**src/design/fbs_defs.svh**
```systemverilog
/*
 * Constants of the fieldbus response framer: register offsets, field
 * positions, reset values, label and selection codes, frame sizes.
 * Assumes it is included by bare name; holds definitions only.
 */
`ifndef FBS_DEFS_SVH
`define FBS_DEFS_SVH

// ----------------------------------------------------------------
// Sizes
// ----------------------------------------------------------------
`define FBS_WORD_W 16
`define FBS_SEL_W 5
`define FBS_SLOTS 11
`define FBS_FRAME_WORDS 5'h10
`define FBS_FRAME_LAST 5'h0f
`define FBS_PKW_WORDS 5'h04
`define FBS_PARAM_DEPTH 248
`define FBS_PARAM_MAX 16'h00f7

// ----------------------------------------------------------------
// Register map (byte addresses)
// ----------------------------------------------------------------
`define FBS_OFF_CTRL 8'h00
`define FBS_OFF_STAT 8'h04
`define FBS_OFF_SEL_FIRST 8'h10
`define FBS_OFF_SEL_LAST 8'h38
`define FBS_CTRL_RIGHTS_BIT 0
`define FBS_CTRL_RST 1'b1
`define FBS_SEL_RST 5'h00
`define FBS_STAT_CNT_MSB 15
`define FBS_STAT_RESP_LSB 16
`define FBS_STAT_RESP_MSB 18
`define FBS_STAT_BUSY_BIT 19

// ----------------------------------------------------------------
// State word field positions
// ----------------------------------------------------------------
`define FBS_SW_RUN_LSB 0
`define FBS_SW_RUN_MSB 7
`define FBS_SW_DC_BIT 8
`define FBS_SW_GRP_LSB 9
`define FBS_SW_GRP_MSB 10
`define FBS_SW_SYNC_BIT 11
`define FBS_SW_OVL_BIT 12
`define FBS_SW_SRC_LSB 13
`define FBS_SW_SRC_MSB 14
`define FBS_SW_HB_BIT 15

// ----------------------------------------------------------------
// Task labels, response labels, error numbers
// ----------------------------------------------------------------
`define FBS_TASK_NONE 16'h0000
`define FBS_TASK_READ 16'h0001
`define FBS_TASK_WR1_EE 16'h0004
`define FBS_RESP_NONE 16'h0000
`define FBS_RESP_ONE 16'h0001
`define FBS_RESP_TWO 16'h0002
`define FBS_RESP_ERR 16'h0003
`define FBS_RESP_RIGHTS 16'h0004
`define FBS_ERR_ILLEGAL 16'h0000
`define FBS_ERR_UNSUPP 16'h0007

// ----------------------------------------------------------------
// Actual value selection codes
// ----------------------------------------------------------------
`define FBS_SEL_RUN_FREQ 5'h01
`define FBS_SEL_SET_FREQ 5'h02
`define FBS_SEL_BUS_VOLT 5'h03
`define FBS_SEL_OUT_VOLT 5'h04
`define FBS_SEL_OUT_CURR 5'h05
`define FBS_SEL_TORQUE 5'h06
`define FBS_SEL_POWER 5'h07
`define FBS_SEL_RPM 5'h08
`define FBS_SEL_LIN_SPEED 5'h09
`define FBS_SEL_RAMP_FREQ 5'h0a
`define FBS_SEL_FAULT 5'h0b
`define FBS_SEL_AI1 5'h0c
`define FBS_SEL_AI2 5'h0d
`define FBS_SEL_AI3 5'h0e
`define FBS_SEL_PULSE 5'h0f
`define FBS_SEL_TERM_IN 5'h10
`define FBS_SEL_TERM_OUT 5'h11
`define FBS_SEL_PID_REF 5'h12
`define FBS_SEL_PID_FB 5'h13
`define FBS_SEL_RATED_TRQ 5'h14
`define FBS_SEL_POS_REF_HI 5'h15
`define FBS_SEL_POS_REF_LO 5'h16
`define FBS_SEL_POS_FB_HI 5'h17
`define FBS_SEL_POS_FB_LO 5'h18
`define FBS_SEL_STATE 5'h19

`endif

```
**src/design/fbs_pkg.sv**
```systemverilog
/*
 * Types of the fieldbus response framer: drive status, actual values,
 * parameter request and framer states.
 * Assumes fbs_defs.svh is on the include path.
 */
`include "fbs_defs.svh"

package fbs_pkg;

    // Drive status bits, supplied by the drive core
    typedef struct packed {
        logic [7:0] run_state;
        logic dc_link_ready;
        logic [1:0] motor_group;
        logic sync_motor;
        logic overload_prealarm;
        logic [1:0] cmd_source;
        logic heartbeat;
    } fbs_drive_status_t;

    // Actual values, already scaled by the drive core
    typedef struct packed {
        logic [15:0] run_freq;
        logic [15:0] set_freq;
        logic [15:0] bus_volt;
        logic [15:0] out_volt;
        logic [15:0] out_curr;
        logic [15:0] torque;
        logic [15:0] power;
        logic [15:0] speed_rpm;
        logic [15:0] lin_speed;
        logic [15:0] ramp_freq;
        logic [15:0] fault_code;
        logic [15:0] ai1;
        logic [15:0] ai2;
        logic [15:0] ai3;
        logic [15:0] pulse_freq;
        logic [15:0] term_in;
        logic [15:0] term_out;
        logic [15:0] pid_ref;
        logic [15:0] pid_fb;
        logic [15:0] rated_torque;
        logic [15:0] pos_ref_hi;
        logic [15:0] pos_ref_lo;
        logic [15:0] pos_fb_hi;
        logic [15:0] pos_fb_lo;
    } fbs_actual_t;

    // Parameter channel words of one request
    typedef struct packed {
        logic [15:0] task_label_word;
        logic [15:0] param_address_word;
        logic [15:0] value_high_word;
        logic [15:0] value_low_word;
    } fbs_param_req_t;

    typedef enum logic [1:0] {
        FBS_IDLE,
        FBS_LOOK,
        FBS_FILL,
        FBS_SEND
    } fbs_state_t;

endpackage

```
**src/design/fbs_resp_framer.sv**
```systemverilog
/*
 * Cyclic response framer of a fieldbus option card: builds the four
 * parameter channel words and twelve process data words of each frame
 * and answers the parameter request that came with it.
 * Assumes drive status, actual values and frame requests are logic on
 * pclk, and an APB master for the registers.
 */
`timescale 1ns/1ps
`include "fbs_defs.svh"

module fbs_resp_framer import fbs_pkg::*; (
    // Clock, reset and enable
    input wire logic pclk,
    input wire logic presetn,
    input wire logic clk_en,
    // APB slave
    input wire logic psel,
    input wire logic penable,
    input wire logic pwrite,
    input wire logic [7:0] paddr,
    input wire logic [31:0] pwdata,
    input wire logic [3:0] pstrb,
    output logic [31:0] prdata,
    output logic pready,
    output logic pslverr,
    // Drive core values
    input wire fbs_drive_status_t drive_status,
    input wire fbs_actual_t actual,
    // Frame request with its parameter channel
    input wire logic frame_start,
    input wire fbs_param_req_t param_req,
    // Response word stream
    input wire logic tx_ready,
    output logic [15:0] tx_word,
    output logic tx_valid,
    output logic tx_last,
    output logic frame_busy
);

    // ------------------------------------------------------------
    // Functions
    // ------------------------------------------------------------

    // Pack the drive state word
    function automatic logic [15:0] pack_state(fbs_drive_status_t s);
        logic [15:0] w;
        w = 16'h0000;
        w[`FBS_SW_RUN_MSB:`FBS_SW_RUN_LSB] = s.run_state;
        w[`FBS_SW_DC_BIT] = s.dc_link_ready;
        w[`FBS_SW_GRP_MSB:`FBS_SW_GRP_LSB] = s.motor_group;
        w[`FBS_SW_SYNC_BIT] = s.sync_motor;
        w[`FBS_SW_OVL_BIT] = s.overload_prealarm;
        w[`FBS_SW_SRC_MSB:`FBS_SW_SRC_LSB] = s.cmd_source;
        w[`FBS_SW_HB_BIT] = s.heartbeat;
        return w;
    endfunction

    // Actual value for one selection code; unknown codes give zero
    function automatic logic [15:0] pick_value(logic [4:0] sel,
                                               fbs_actual_t a,
                                               logic [15:0] sw);
        logic [15:0] v;
        v = 16'h0000;
        unique case (sel)
            `FBS_SEL_RUN_FREQ: v = a.run_freq;
            `FBS_SEL_SET_FREQ: v = a.set_freq;
            `FBS_SEL_BUS_VOLT: v = a.bus_volt;
            `FBS_SEL_OUT_VOLT: v = a.out_volt;
            `FBS_SEL_OUT_CURR: v = a.out_curr;
            `FBS_SEL_TORQUE: v = a.torque;
            `FBS_SEL_POWER: v = a.power;
            `FBS_SEL_RPM: v = a.speed_rpm;
            `FBS_SEL_LIN_SPEED: v = a.lin_speed;
            `FBS_SEL_RAMP_FREQ: v = a.ramp_freq;
            `FBS_SEL_FAULT: v = a.fault_code;
            `FBS_SEL_AI1: v = a.ai1;
            `FBS_SEL_AI2: v = a.ai2;
            `FBS_SEL_AI3: v = a.ai3;
            `FBS_SEL_PULSE: v = a.pulse_freq;
            `FBS_SEL_TERM_IN: v = a.term_in;
            `FBS_SEL_TERM_OUT: v = a.term_out;
            `FBS_SEL_PID_REF: v = a.pid_ref;
            `FBS_SEL_PID_FB: v = a.pid_fb;
            `FBS_SEL_RATED_TRQ: v = a.rated_torque;
            `FBS_SEL_POS_REF_HI: v = a.pos_ref_hi;
            `FBS_SEL_POS_REF_LO: v = a.pos_ref_lo;
            `FBS_SEL_POS_FB_HI: v = a.pos_fb_hi;
            `FBS_SEL_POS_FB_LO: v = a.pos_fb_lo;
            `FBS_SEL_STATE: v = sw;
            default: v = 16'h0000;
        endcase
        return v;
    endfunction

    // Slot index of a selection register address
    function automatic logic [3:0] slot_of(logic [7:0] a);
        logic [7:0] d;
        d = a - `FBS_OFF_SEL_FIRST;
        return d[5:2];
    endfunction

    // Selection register address test
    function automatic logic is_sel(logic [7:0] a);
        return (a >= `FBS_OFF_SEL_FIRST) && (a <= `FBS_OFF_SEL_LAST) &&
               (a[1:0] == 2'b00);
    endfunction

    // ------------------------------------------------------------
    // Registers and state
    // ------------------------------------------------------------
    logic rights_q;
    logic [4:0] sel_q [0:`FBS_SLOTS-1];
    logic [15:0] frame_cnt_q;
    logic [2:0] last_resp_q;
    logic [31:0] prdata_q;
    logic pready_q;
    logic pslverr_q;
    fbs_state_t state_q;
    fbs_param_req_t req_q;
    logic [15:0] sw_q;
    fbs_actual_t act_q;
    logic [15:0] pkw_q [0:3];
    logic [15:0] resp_q;
    logic [15:0] err_q;
    logic [4:0] idx_q;
    logic [15:0] tx_word_q;
    logic tx_valid_q;
    logic tx_last_q;
    logic busy_q;
    logic [15:0] ram_rdata;
    logic ram_we;
    logic apb_access;
    logic apb_write;
    logic load_ok;
    logic frame_done;
    logic [31:0] rd_value;
    logic rd_mapped;

    // ------------------------------------------------------------
    // APB slave
    // ------------------------------------------------------------

    // Answer one cycle into the access phase
    assign apb_access = psel && penable && !pready_q;
    assign apb_write = psel && penable && pready_q && pwrite && pstrb[0];

    // Read mux and address decode
    always_comb begin
        rd_value = 32'h0000_0000;
        rd_mapped = 1'b1;
        if (paddr == `FBS_OFF_CTRL) begin
            rd_value[`FBS_CTRL_RIGHTS_BIT] = rights_q;
        end else if (paddr == `FBS_OFF_STAT) begin
            rd_value[`FBS_STAT_CNT_MSB:0] = frame_cnt_q;
            rd_value[`FBS_STAT_RESP_MSB:`FBS_STAT_RESP_LSB] = last_resp_q;
            rd_value[`FBS_STAT_BUSY_BIT] = busy_q;
        end else if (is_sel(paddr)) begin
            rd_value[4:0] = sel_q[slot_of(paddr)];
        end else begin
            rd_mapped = 1'b0;
        end
    end

    // Handshake, read data and error flag
    always_ff @(posedge pclk or negedge presetn) begin
        if (!presetn) begin
            pready_q <= 1'b0;
            pslverr_q <= 1'b0;
            prdata_q <= 32'h0000_0000;
        end else if (clk_en) begin
            pready_q <= apb_access;
            pslverr_q <= apb_access && !rd_mapped;
            if (apb_access && !pwrite) begin
                prdata_q <= rd_value;
            end
        end
    end

    // Control register: write rights for parameter storage
    always_ff @(posedge pclk or negedge presetn) begin
        if (!presetn) begin
            rights_q <= `FBS_CTRL_RST;
        end else if (clk_en && apb_write && paddr == `FBS_OFF_CTRL) begin
            rights_q <= pwdata[`FBS_CTRL_RIGHTS_BIT];
        end
    end

    // Slot selection registers, all invalid after reset
    always_ff @(posedge pclk or negedge presetn) begin
        if (!presetn) begin
            for (int i = 0; i < `FBS_SLOTS; i++) begin
                sel_q[i] <= `FBS_SEL_RST;
            end
        end else if (clk_en && apb_write && is_sel(paddr)) begin
            sel_q[slot_of(paddr)] <= pwdata[4:0];
        end
    end

    // ------------------------------------------------------------
    // Frame sequencing
    // ------------------------------------------------------------
    assign load_ok = !tx_valid_q || tx_ready;
    assign frame_done = (state_q == FBS_SEND) &&
                        (idx_q == `FBS_FRAME_WORDS) &&
                        tx_valid_q && tx_ready;

    // A start while busy is dropped: one request per frame
    always_ff @(posedge pclk or negedge presetn) begin
        if (!presetn) begin
            state_q <= FBS_IDLE;
        end else if (clk_en) begin
            unique case (state_q)
                FBS_IDLE: if (frame_start) state_q <= FBS_LOOK;
                FBS_LOOK: state_q <= FBS_FILL;
                FBS_FILL: state_q <= FBS_SEND;
                FBS_SEND: if (frame_done) state_q <= FBS_IDLE;
            endcase
        end
    end

    // Snapshot so hi and lo position words never tear mid-frame
    always_ff @(posedge pclk or negedge presetn) begin
        if (!presetn) begin
            req_q <= '0;
            sw_q <= 16'h0000;
            act_q <= '0;
        end else if (clk_en && state_q == FBS_IDLE && frame_start) begin
            req_q <= param_req;
            sw_q <= pack_state(drive_status);
            act_q <= actual;
        end
    end

    // Decide the response label while the store is accessed
    always_ff @(posedge pclk or negedge presetn) begin
        if (!presetn) begin
            resp_q <= `FBS_RESP_NONE;
            err_q <= `FBS_ERR_ILLEGAL;
        end else if (clk_en && state_q == FBS_LOOK) begin
            err_q <= `FBS_ERR_ILLEGAL;
            if (req_q.task_label_word == `FBS_TASK_NONE) begin
                resp_q <= `FBS_RESP_NONE;
            end else if (req_q.param_address_word > `FBS_PARAM_MAX) begin
                resp_q <= `FBS_RESP_ERR;
            end else if (req_q.task_label_word == `FBS_TASK_READ) begin
                resp_q <= `FBS_RESP_ONE;
            end else if (req_q.task_label_word == `FBS_TASK_WR1_EE) begin
                resp_q <= rights_q ? `FBS_RESP_ONE : `FBS_RESP_RIGHTS;
            end else begin
                resp_q <= `FBS_RESP_ERR;
                err_q <= `FBS_ERR_UNSUPP;
            end
        end
    end

    // Store write only for a legal one-word store with rights
    assign ram_we = (state_q == FBS_LOOK) && rights_q &&
                    (req_q.task_label_word == `FBS_TASK_WR1_EE) &&
                    (req_q.param_address_word <= `FBS_PARAM_MAX);

    fbs_param_ram u_param_ram (
        .pclk(pclk),
        .presetn(presetn),
        .clk_en(clk_en),
        .en(state_q == FBS_LOOK),
        .we(ram_we),
        .addr(req_q.param_address_word[7:0]),
        .wdata(req_q.value_low_word),
        .rdata(ram_rdata)
    );

    // Parameter channel words of the response
    always_ff @(posedge pclk or negedge presetn) begin
        if (!presetn) begin
            for (int i = 0; i < 4; i++) begin
                pkw_q[i] <= 16'h0000;
            end
        end else if (clk_en && state_q == FBS_FILL) begin
            pkw_q[0] <= resp_q;
            pkw_q[1] <= req_q.param_address_word;
            pkw_q[2] <= 16'h0000;
            pkw_q[3] <= 16'h0000;
            if (resp_q == `FBS_RESP_ERR) begin
                pkw_q[2] <= err_q;
            end else if (resp_q == `FBS_RESP_ONE) begin
                // Read returns the stored word; value words of a
                // read request are never looked at
                pkw_q[3] <= (req_q.task_label_word == `FBS_TASK_READ) ?
                            ram_rdata : req_q.value_low_word;
            end
        end
    end

    // ------------------------------------------------------------
    // Word stream: four channel words, state word, eleven slots
    // ------------------------------------------------------------
    always_ff @(posedge pclk or negedge presetn) begin
        if (!presetn) begin
            idx_q <= 5'h00;
            tx_word_q <= 16'h0000;
            tx_valid_q <= 1'b0;
            tx_last_q <= 1'b0;
        end else if (clk_en) begin
            if (state_q == FBS_FILL) begin
                idx_q <= 5'h00;
            end else if (state_q == FBS_SEND && load_ok &&
                         idx_q != `FBS_FRAME_WORDS) begin
                if (idx_q < `FBS_PKW_WORDS) begin
                    tx_word_q <= pkw_q[idx_q[1:0]];
                end else if (idx_q == `FBS_PKW_WORDS) begin
                    tx_word_q <= sw_q;
                end else begin
                    tx_word_q <= pick_value(
                        sel_q[4'(idx_q - `FBS_PKW_WORDS - 5'h01)],
                        act_q, sw_q);
                end
                tx_valid_q <= 1'b1;
                tx_last_q <= (idx_q == `FBS_FRAME_LAST);
                idx_q <= idx_q + 5'h01;
            end else if (tx_ready) begin
                tx_valid_q <= 1'b0;
                tx_last_q <= 1'b0;
            end
        end
    end

    // Status: busy, frame count and last response label
    always_ff @(posedge pclk or negedge presetn) begin
        if (!presetn) begin
            busy_q <= 1'b0;
            frame_cnt_q <= 16'h0000;
            last_resp_q <= 3'h0;
        end else if (clk_en) begin
            if (state_q == FBS_IDLE && frame_start) begin
                busy_q <= 1'b1;
            end else if (frame_done) begin
                busy_q <= 1'b0;
            end
            if (frame_done) begin
                frame_cnt_q <= frame_cnt_q + 16'h0001;
                last_resp_q <= resp_q[2:0];
            end
        end
    end

    assign prdata = prdata_q;
    assign pready = pready_q;
    assign pslverr = pslverr_q;
    assign tx_word = tx_word_q;
    assign tx_valid = tx_valid_q;
    assign tx_last = tx_last_q;
    assign frame_busy = busy_q;

endmodule

```
**src/design/fbs_param_ram.sv**
```systemverilog
/*
 * Parameter store of the framer: one 16-bit word per parameter address,
 * read data out of a register one cycle after the request.
 * Assumes a single clock; contents are not reset.
 */
`timescale 1ns/1ps
`include "fbs_defs.svh"

module fbs_param_ram import fbs_pkg::*; (
    // Clock and reset
    input wire logic pclk,
    input wire logic presetn,
    input wire logic clk_en,
    // Access port
    input wire logic en,
    input wire logic we,
    input wire logic [7:0] addr,
    input wire logic [15:0] wdata,
    output logic [15:0] rdata
);

    logic [15:0] mem_q [0:`FBS_PARAM_DEPTH-1];
    logic [15:0] rdata_q;

    // Array write; no reset so it maps onto block memory
    always_ff @(posedge pclk) begin
        if (clk_en && en && we) begin
            mem_q[addr] <= wdata;
        end
    end

    // Registered read port
    always_ff @(posedge pclk or negedge presetn) begin
        if (!presetn) begin
            rdata_q <= 16'h0000;
        end else if (clk_en && en) begin
            rdata_q <= mem_q[addr];
        end
    end

    assign rdata = rdata_q;

endmodule

```
**config.mk**
```make
export PLATFORM = sky130hd
export DESIGN_NAME = fbs_resp_framer
export DESIGN_NICKNAME = d
export VERILOG_FILES = /design/src/design/fbs_pkg.sv /design/src/design/fbs_resp_framer.sv /design/src/design/fbs_param_ram.sv
export VERILOG_INCLUDE_DIRS = /design/src /design/src/design
export SDC_FILE = /design/constraint.sdc
export NUM_CORES = 2
export LEC_CHECK = 0
export BUFFER_PORTS_ARGS = -buffer_cell sky130_fd_sc_hd__buf_2
export CORE_UTILIZATION = 35
export CTS_BUF_LIST = sky130_fd_sc_hd__clkbuf_8
export DETAILED_ROUTE_END_ITERATION = 8
export PLACE_DENSITY = 0.48
export SYNTH_ARGS = -nofsm -noshare
export SYNTH_HDL_FRONTEND = slang
export SYNTH_SLANG_ARGS = --single-unit
```
**constraint.sdc**
```tcl
create_clock -name pclk -period 4.39 [get_ports pclk]
set_input_delay 0.6585 -clock pclk [delete_from_list [all_inputs] [get_ports pclk]]
set_output_delay 0.6585 -clock pclk [all_outputs]
set_load 0.01 [all_outputs]
```
Yosys cells after proc, flatten, opt, wreduce, memory -nomap -nowiden
Memories as Yosys holds them, arrays and structs flattened. A register that Yosys moved wholly into a read port is not among the register bits.
Index checks and enable logic that the tools add are counted.
W data, S select, Z words.

word-level totals
  memory bits (writable) = 3968
  output and inout bits = 53
  ROM bits = 0
  bits in latches = 0
  memories = 1
  word-level logic and storage cells = 210
  bits in registers = 667
  input port bits = 516

memories
  name               depth  width  read ports  clocked after memory_dff  write ports  RTL line             RTL
  u_param_ram.mem_q  248    16     1           1                         1            fbs_param_ram.sv:22  logic [15:0] mem_q [0:`FBS_PARAM_DEPTH-1];

cells by class
  mux-type cells = 48
  $lt $le $gt $ge = 9
  add/subtract/negate cells = 5
  multiply operators = 0
  bitwise logic cells = 4
  reductions and logical operators = 47
  equal/unequal tests = 39
  shifts and indexed selects = 0
  div/mod/pow operators = 0

operators by type and width
  operator                 number
  $pmux W16 S25            1
  $mux W16                 8
  $bwmux W55               1
  $eq A5 B5 Y1 const B     11
  $eq A5 B4 Y1 const B     9
  $mux W5                  9
  $bmux W5 S4              2
  $bmux W16 S2             1
  $eq A16 B1 Y1 const B    2
  $logic_and A1 B1 Y1      27
  $mux W3                  9
  $eq A5 B3 Y1 const B     5
  $demux W5 S4             1
  $mux W19                 1
  $add A16 B1 Y16 const B  1
  $eq A16 B2 Y1 const B    1
  $eq A16 B3 Y1 const B    1
  $gt A16 B8 Y1 const B    1
  $le A16 B8 Y1 const B    1
  $logic_not A16 Y1        1
  $mux W15                 1
  $mux W1                  11
  $eq A5 B2 Y1 const B     2
  $ge A5 B5 Y1 const B     2
  27 further kinds         43

Longest topological paths before layout
  depth in word-level cells = 10
  depth in mapped cells = 19
  mapped depth without buffers = 11

Hierarchy
From an unflattened synthesis, not the netlist that was laid out.

second synthesis, totals
  cell total of the unflattened synthesis = 8995
  area total of the unflattened synthesis = 181643.0 µm²

by module, submodules not included
  module           cells an instance  times used  area an instance (µm²)  sequential area each (µm²)
  fbs_param_ram    6741               1           153099.3                119554.7
  fbs_resp_framer  2254               1           28543.6                 15290.9

Worst setup path after synthesis
No wires, ideal clock.

  path kind = reg2reg
  from = register req_q[33] (netlist name)
  to = memory u_param_ram.mem_q[178][0], enable pin
  library setup time = 0.430 ns
  setup slack = 0.254 ns
  arrival = 3.706 ns
  clock period less this slack = 4.136 ns
  cell stages (with the launch flop) = 10
  required time = 3.960 ns
  path through = dfrtp_1 -> buf_2 -> clkbuf_1 -> buf_2 -> buf_1 -> buf_2 -> buf_2 -> buf_1 -> nand2b_1 -> nor4_1

between the ends
  longest elaborated chain between the ends = 5

ends and longest elaborated chain
  item                            RTL line                RTL
  start: declaration              fbs_resp_framer.sv:119  fbs_param_req_t req_q;
  start signal: assignment        fbs_resp_framer.sv:228  req_q <= param_req;
  $le A16 B8 Y1 (no source line)  --
  $logic_and A1 B1 Y1             fbs_resp_framer.sv:257  assign ram_we = (state_q == FBS_LOOK) && rights_q &&
  $logic_and A1 B1 Y1             fbs_param_ram.sv:27     if (clk_en && en && we) begin
  $mux W1                         fbs_param_ram.sv:27
  $mux W1 (implied by the code)   fbs_param_ram.sv:28     mem_q[addr] <= wdata;
  end: declaration                fbs_param_ram.sv:22

Several ways; a longest one is shown, not always the timed one.

==> results.toml <==
[floorplanning]
io_pins = 569
die_area_um2 = 519000
die_w_um = 721
core_um2 = 514000
initial_core_util_pct = 35.2
rows = 263
fp.dieH_um = 721

[power]
combPwrFrac_pct = 30.5
seq_power_share_pct = 43.2
p_int_mw = 91.3
power.total_mw = 137
power_switching_mw = 45.9
pwr-share-clk_pct = 26.3
vdd_ir_drop_max_v = 0.000644
static-leakage-power_nw = 73.2
p_sw_share_pct = 33.4
power_density_nw_per_um2 = 631

[final_layout]
postLayoutCellArea_um2 = 218000
area_growth_pct = 20.4
final_common_cell = "edfxtp_1"
fillerInstances = 44811
layout_common_cells = "3968 x edfxtp_1, 1264 x mux4_2, 820 x clkbuf_8"
layout-drive-gt1-share_pct = 38.8
nNetsFinal = 10998

[critical_path]
cp_slowest_cell = "nor4_1"
path_max_fanout = 14
cp_cell_sequence = "buf_12 > buf_12 > mux4_2 > mux4_2 > nand3_1 > o21ai_0 > nor4_1 > buf_4 > nand4_1 > o22a_1"
cp-end-kind = "register"
worstPathRequired_ps = 5580
start_kind = "register"
slowest_delay_ps = 670
worstPathArrival_ps = 5490
worstSetupPathType = "register to register"

[place]
port-buffer-count = 510
dp_hpwl_mm = 351
placed_area_um2 = 197000
place_congestion = 0.904

[timing]
setup_tns_ps = 0
final_max_slew_viol_count = 0
fin_crit_sh_pct = 98.0
grt_setup_unrepaired = "no"
finClkSkew_ps = 145
worst_slew_pin_slew_ps = 1210
setup_violations = 0
fmax_mhz = 233
slew_headroom_pct = 19.3
hold_viol = 0
period_minus_slack_ps = 4300

[drt]
vias_per_cell = 5.39
drt-met1-wl_mm = 240
drt_iter0_markers = 9982
wl_met2_mm = 268
postRouteWirelength_mm = 567
firstDrtPassIters = 5
route.met3.wl_mm = 35.6
via_count = 97073
route.detailed.drc = 0
final_antenna_net_count = 0
wl_per_cell_um = 31.5
highest_layer = "met5"

[synthesis]
ys_ff_latch = 4595
synth.largest_area_cell = "edfxtp_1"
synth_area_um2 = 181000
yosys_most_used_dff = "edfxtp_1"
synth.distinct_cells = 85
async_flop_share_pct = 13.6
syn_inst = 8421
yosysSeqAreaShare_pct = 74.6
ys_warn_count = 0
synth_edf_count = 3968
avgSynthCellArea_um2 = 21.5
synth.area.top_cells = "edfxtp_1 66%, mux4_2 16%, dfrtp_1 8.7%"
yosysTopAreaCellShare_pct = 65.9

[global_route]
grt_pass1_vias = 101741
grt_usage_pct = 21.5
grt_max_degree = 177
gr-total-overflow = 0
grt_antenna_before_repair = 66
grt_pass1_wl_mm = 792

[clock_network]
clock-sinks = 4595
clkTransAtPathRegs_ps = 60
numCtsBuffers = 770
postCtsSetupRepairBufs = 0
cts_max_path_buffers = 4
cts_tree = "done"
clock_latency_ps = 1360
cts_root_buf = "clkbuf_8"
cts_max_level = 6

[worst_hold_path]
hp-class = "primary input to register"

[status]
status = "completed"

[flow_run]
max_cap_violations = 0
[stage by stage]
| stage | hold slack (ps) | std cells | util [%] | worst slack, ps |
|---|---|---|---|---|
| 6_report | 116 | 18002 | 42.4 | 89.6 |
| 5_1_grt | 50.9 | 17983 | 42.4 | 12.2 |
| 4_1_cts | 0.0109 | 17958 | 42.3 | 56.1 |
| 3_5_place_dp | 467 | 15972 | 38.3 | 90.4 |
| 3_3_place_gp | 468 | 15972 | 38.3 | 104 |
| 2_1_floorplan | 363 | 8432 | - | 254 |
[routing by layer]
| metal | global-route usage [%] | up-vias |
|---|---|---|
| li1 | - | 39458 |
| met1 | 29.5 | 52668 |
| met2 | 34.3 | 3813 |
| met3 | 3.83 | 1120 |
| met4 | 7.92 | 14 |
| met5 | 0 | - |
[power by group through the flow]
stage,Combinational [mW],Clock (mW),Sequential (mW)
2_1_floorplan,22.4,0,61.2
3_3_place_gp,41.4,0,59.9
3_5_place_dp,42.0,0,60.0
4_1_cts,42.6,37.1,59.1
5_1_grt,44.0,38.9,59.4
6_report,41.9,36.1,59.2
[Yosys cell counts, types with 20 or more instances]
cell type and instances:
nor2b_1 38, nand2_1 184, a221oi_1 26, buf_4 37, a22o_1 48, nand3_1 118, a2111oi_0 20, mux2i_1 75
and3_1 34, clkbuf_1 283, nor3_1 28, mux4_2 1264, nand4_1 40, a22oi_1 74, o21ai_0 60, buf_1 44
buf_2 161, o22ai_1 20, nor2_1 330, a21oi_1 61, dfrtp_1 626, mux2_2 557, a32oi_1 22, edfxtp_1 3968
a31oi_1 39
[worst paths after layout]
kind | startpoint | to | slack, ps | depth (start not counted)
max in group asynchronous | presetn | act_q[258] | 3000 | 4
worst max register to register | req_q[32] | u_param_ram.rdata[2] | 90 | 10
worst max-delay path | req_q[32] | u_param_ram.rdata[2] | 90 | 10
min in group asynchronous | presetn | req_q[55] | 540 | 4
worst min-delay path | actual[71] | act_q[71] | 120 | 3
worst min register to register | frame_cnt_q[15] | frame_cnt_q[15] | 480 | 1
[timing repair]
item | in CTS | in global routing
hold buffers | 611 | 0
hold endpoints to repair | 1148 | 0
gates resized for setup | 0 | 6
setup endpoints to repair | 0 | 12
[state kept, by name (all words and copies together) (netlist names)]
signal	cells
prdata	20
err_q	1
tx_last	1
rights_q	1
req_q	48
frame_cnt_q	16
frame_busy	1
tx_word	16
idx_q	5
pkw_q	36
u_param_ram.rdata	16
pslverr	1
sel_q	55
state_q	2
last_resp_q	3
tx_valid	1
act_q	384
sw_q	16
resp_q	3
u_param_ram.mem_q	3968
pready	1
[cell type report]
class                      count  area [um^2]  share of cell area (%)
sequential                  4595       135000                    62.0
timing repair buffer        1791        15200                    6.97
multi-input combinational   3289        44300                    20.4
antenna                       44          110                  0.0506
clock inverter               555         3100                    1.43
tap                         6890         8620                    3.96
clock buffer                 820        11300                    5.19
inverter                      18         75.1                  0.0345
[critical path, delay by kind of cell (launching register included)]
| family | cells | cell delay [ps] |
|---|---|---|
| compound gates | 2 | 520 |
| buf+inv | 3 | 620 |
| flops | 1 | 590 |
| simple gates | 3 | 1180 |
| mux | 2 | 1150 |
[cell families (layout without fill, tap and decap cells)]
group,count (synthesis),count (layout),synth area share (%)
compound gates,491,491,2.01
xor+xnor,18,18,0.0914
fa+ha+maj,18,18,0.123
buf+inv,548,3184,1.35
flops,4595,4595,74.6
mux,1896,1896,19.6
other cells,1,56,0.00207
simple gates,854,854,2.20
Power figures use the tool's default switching activity.
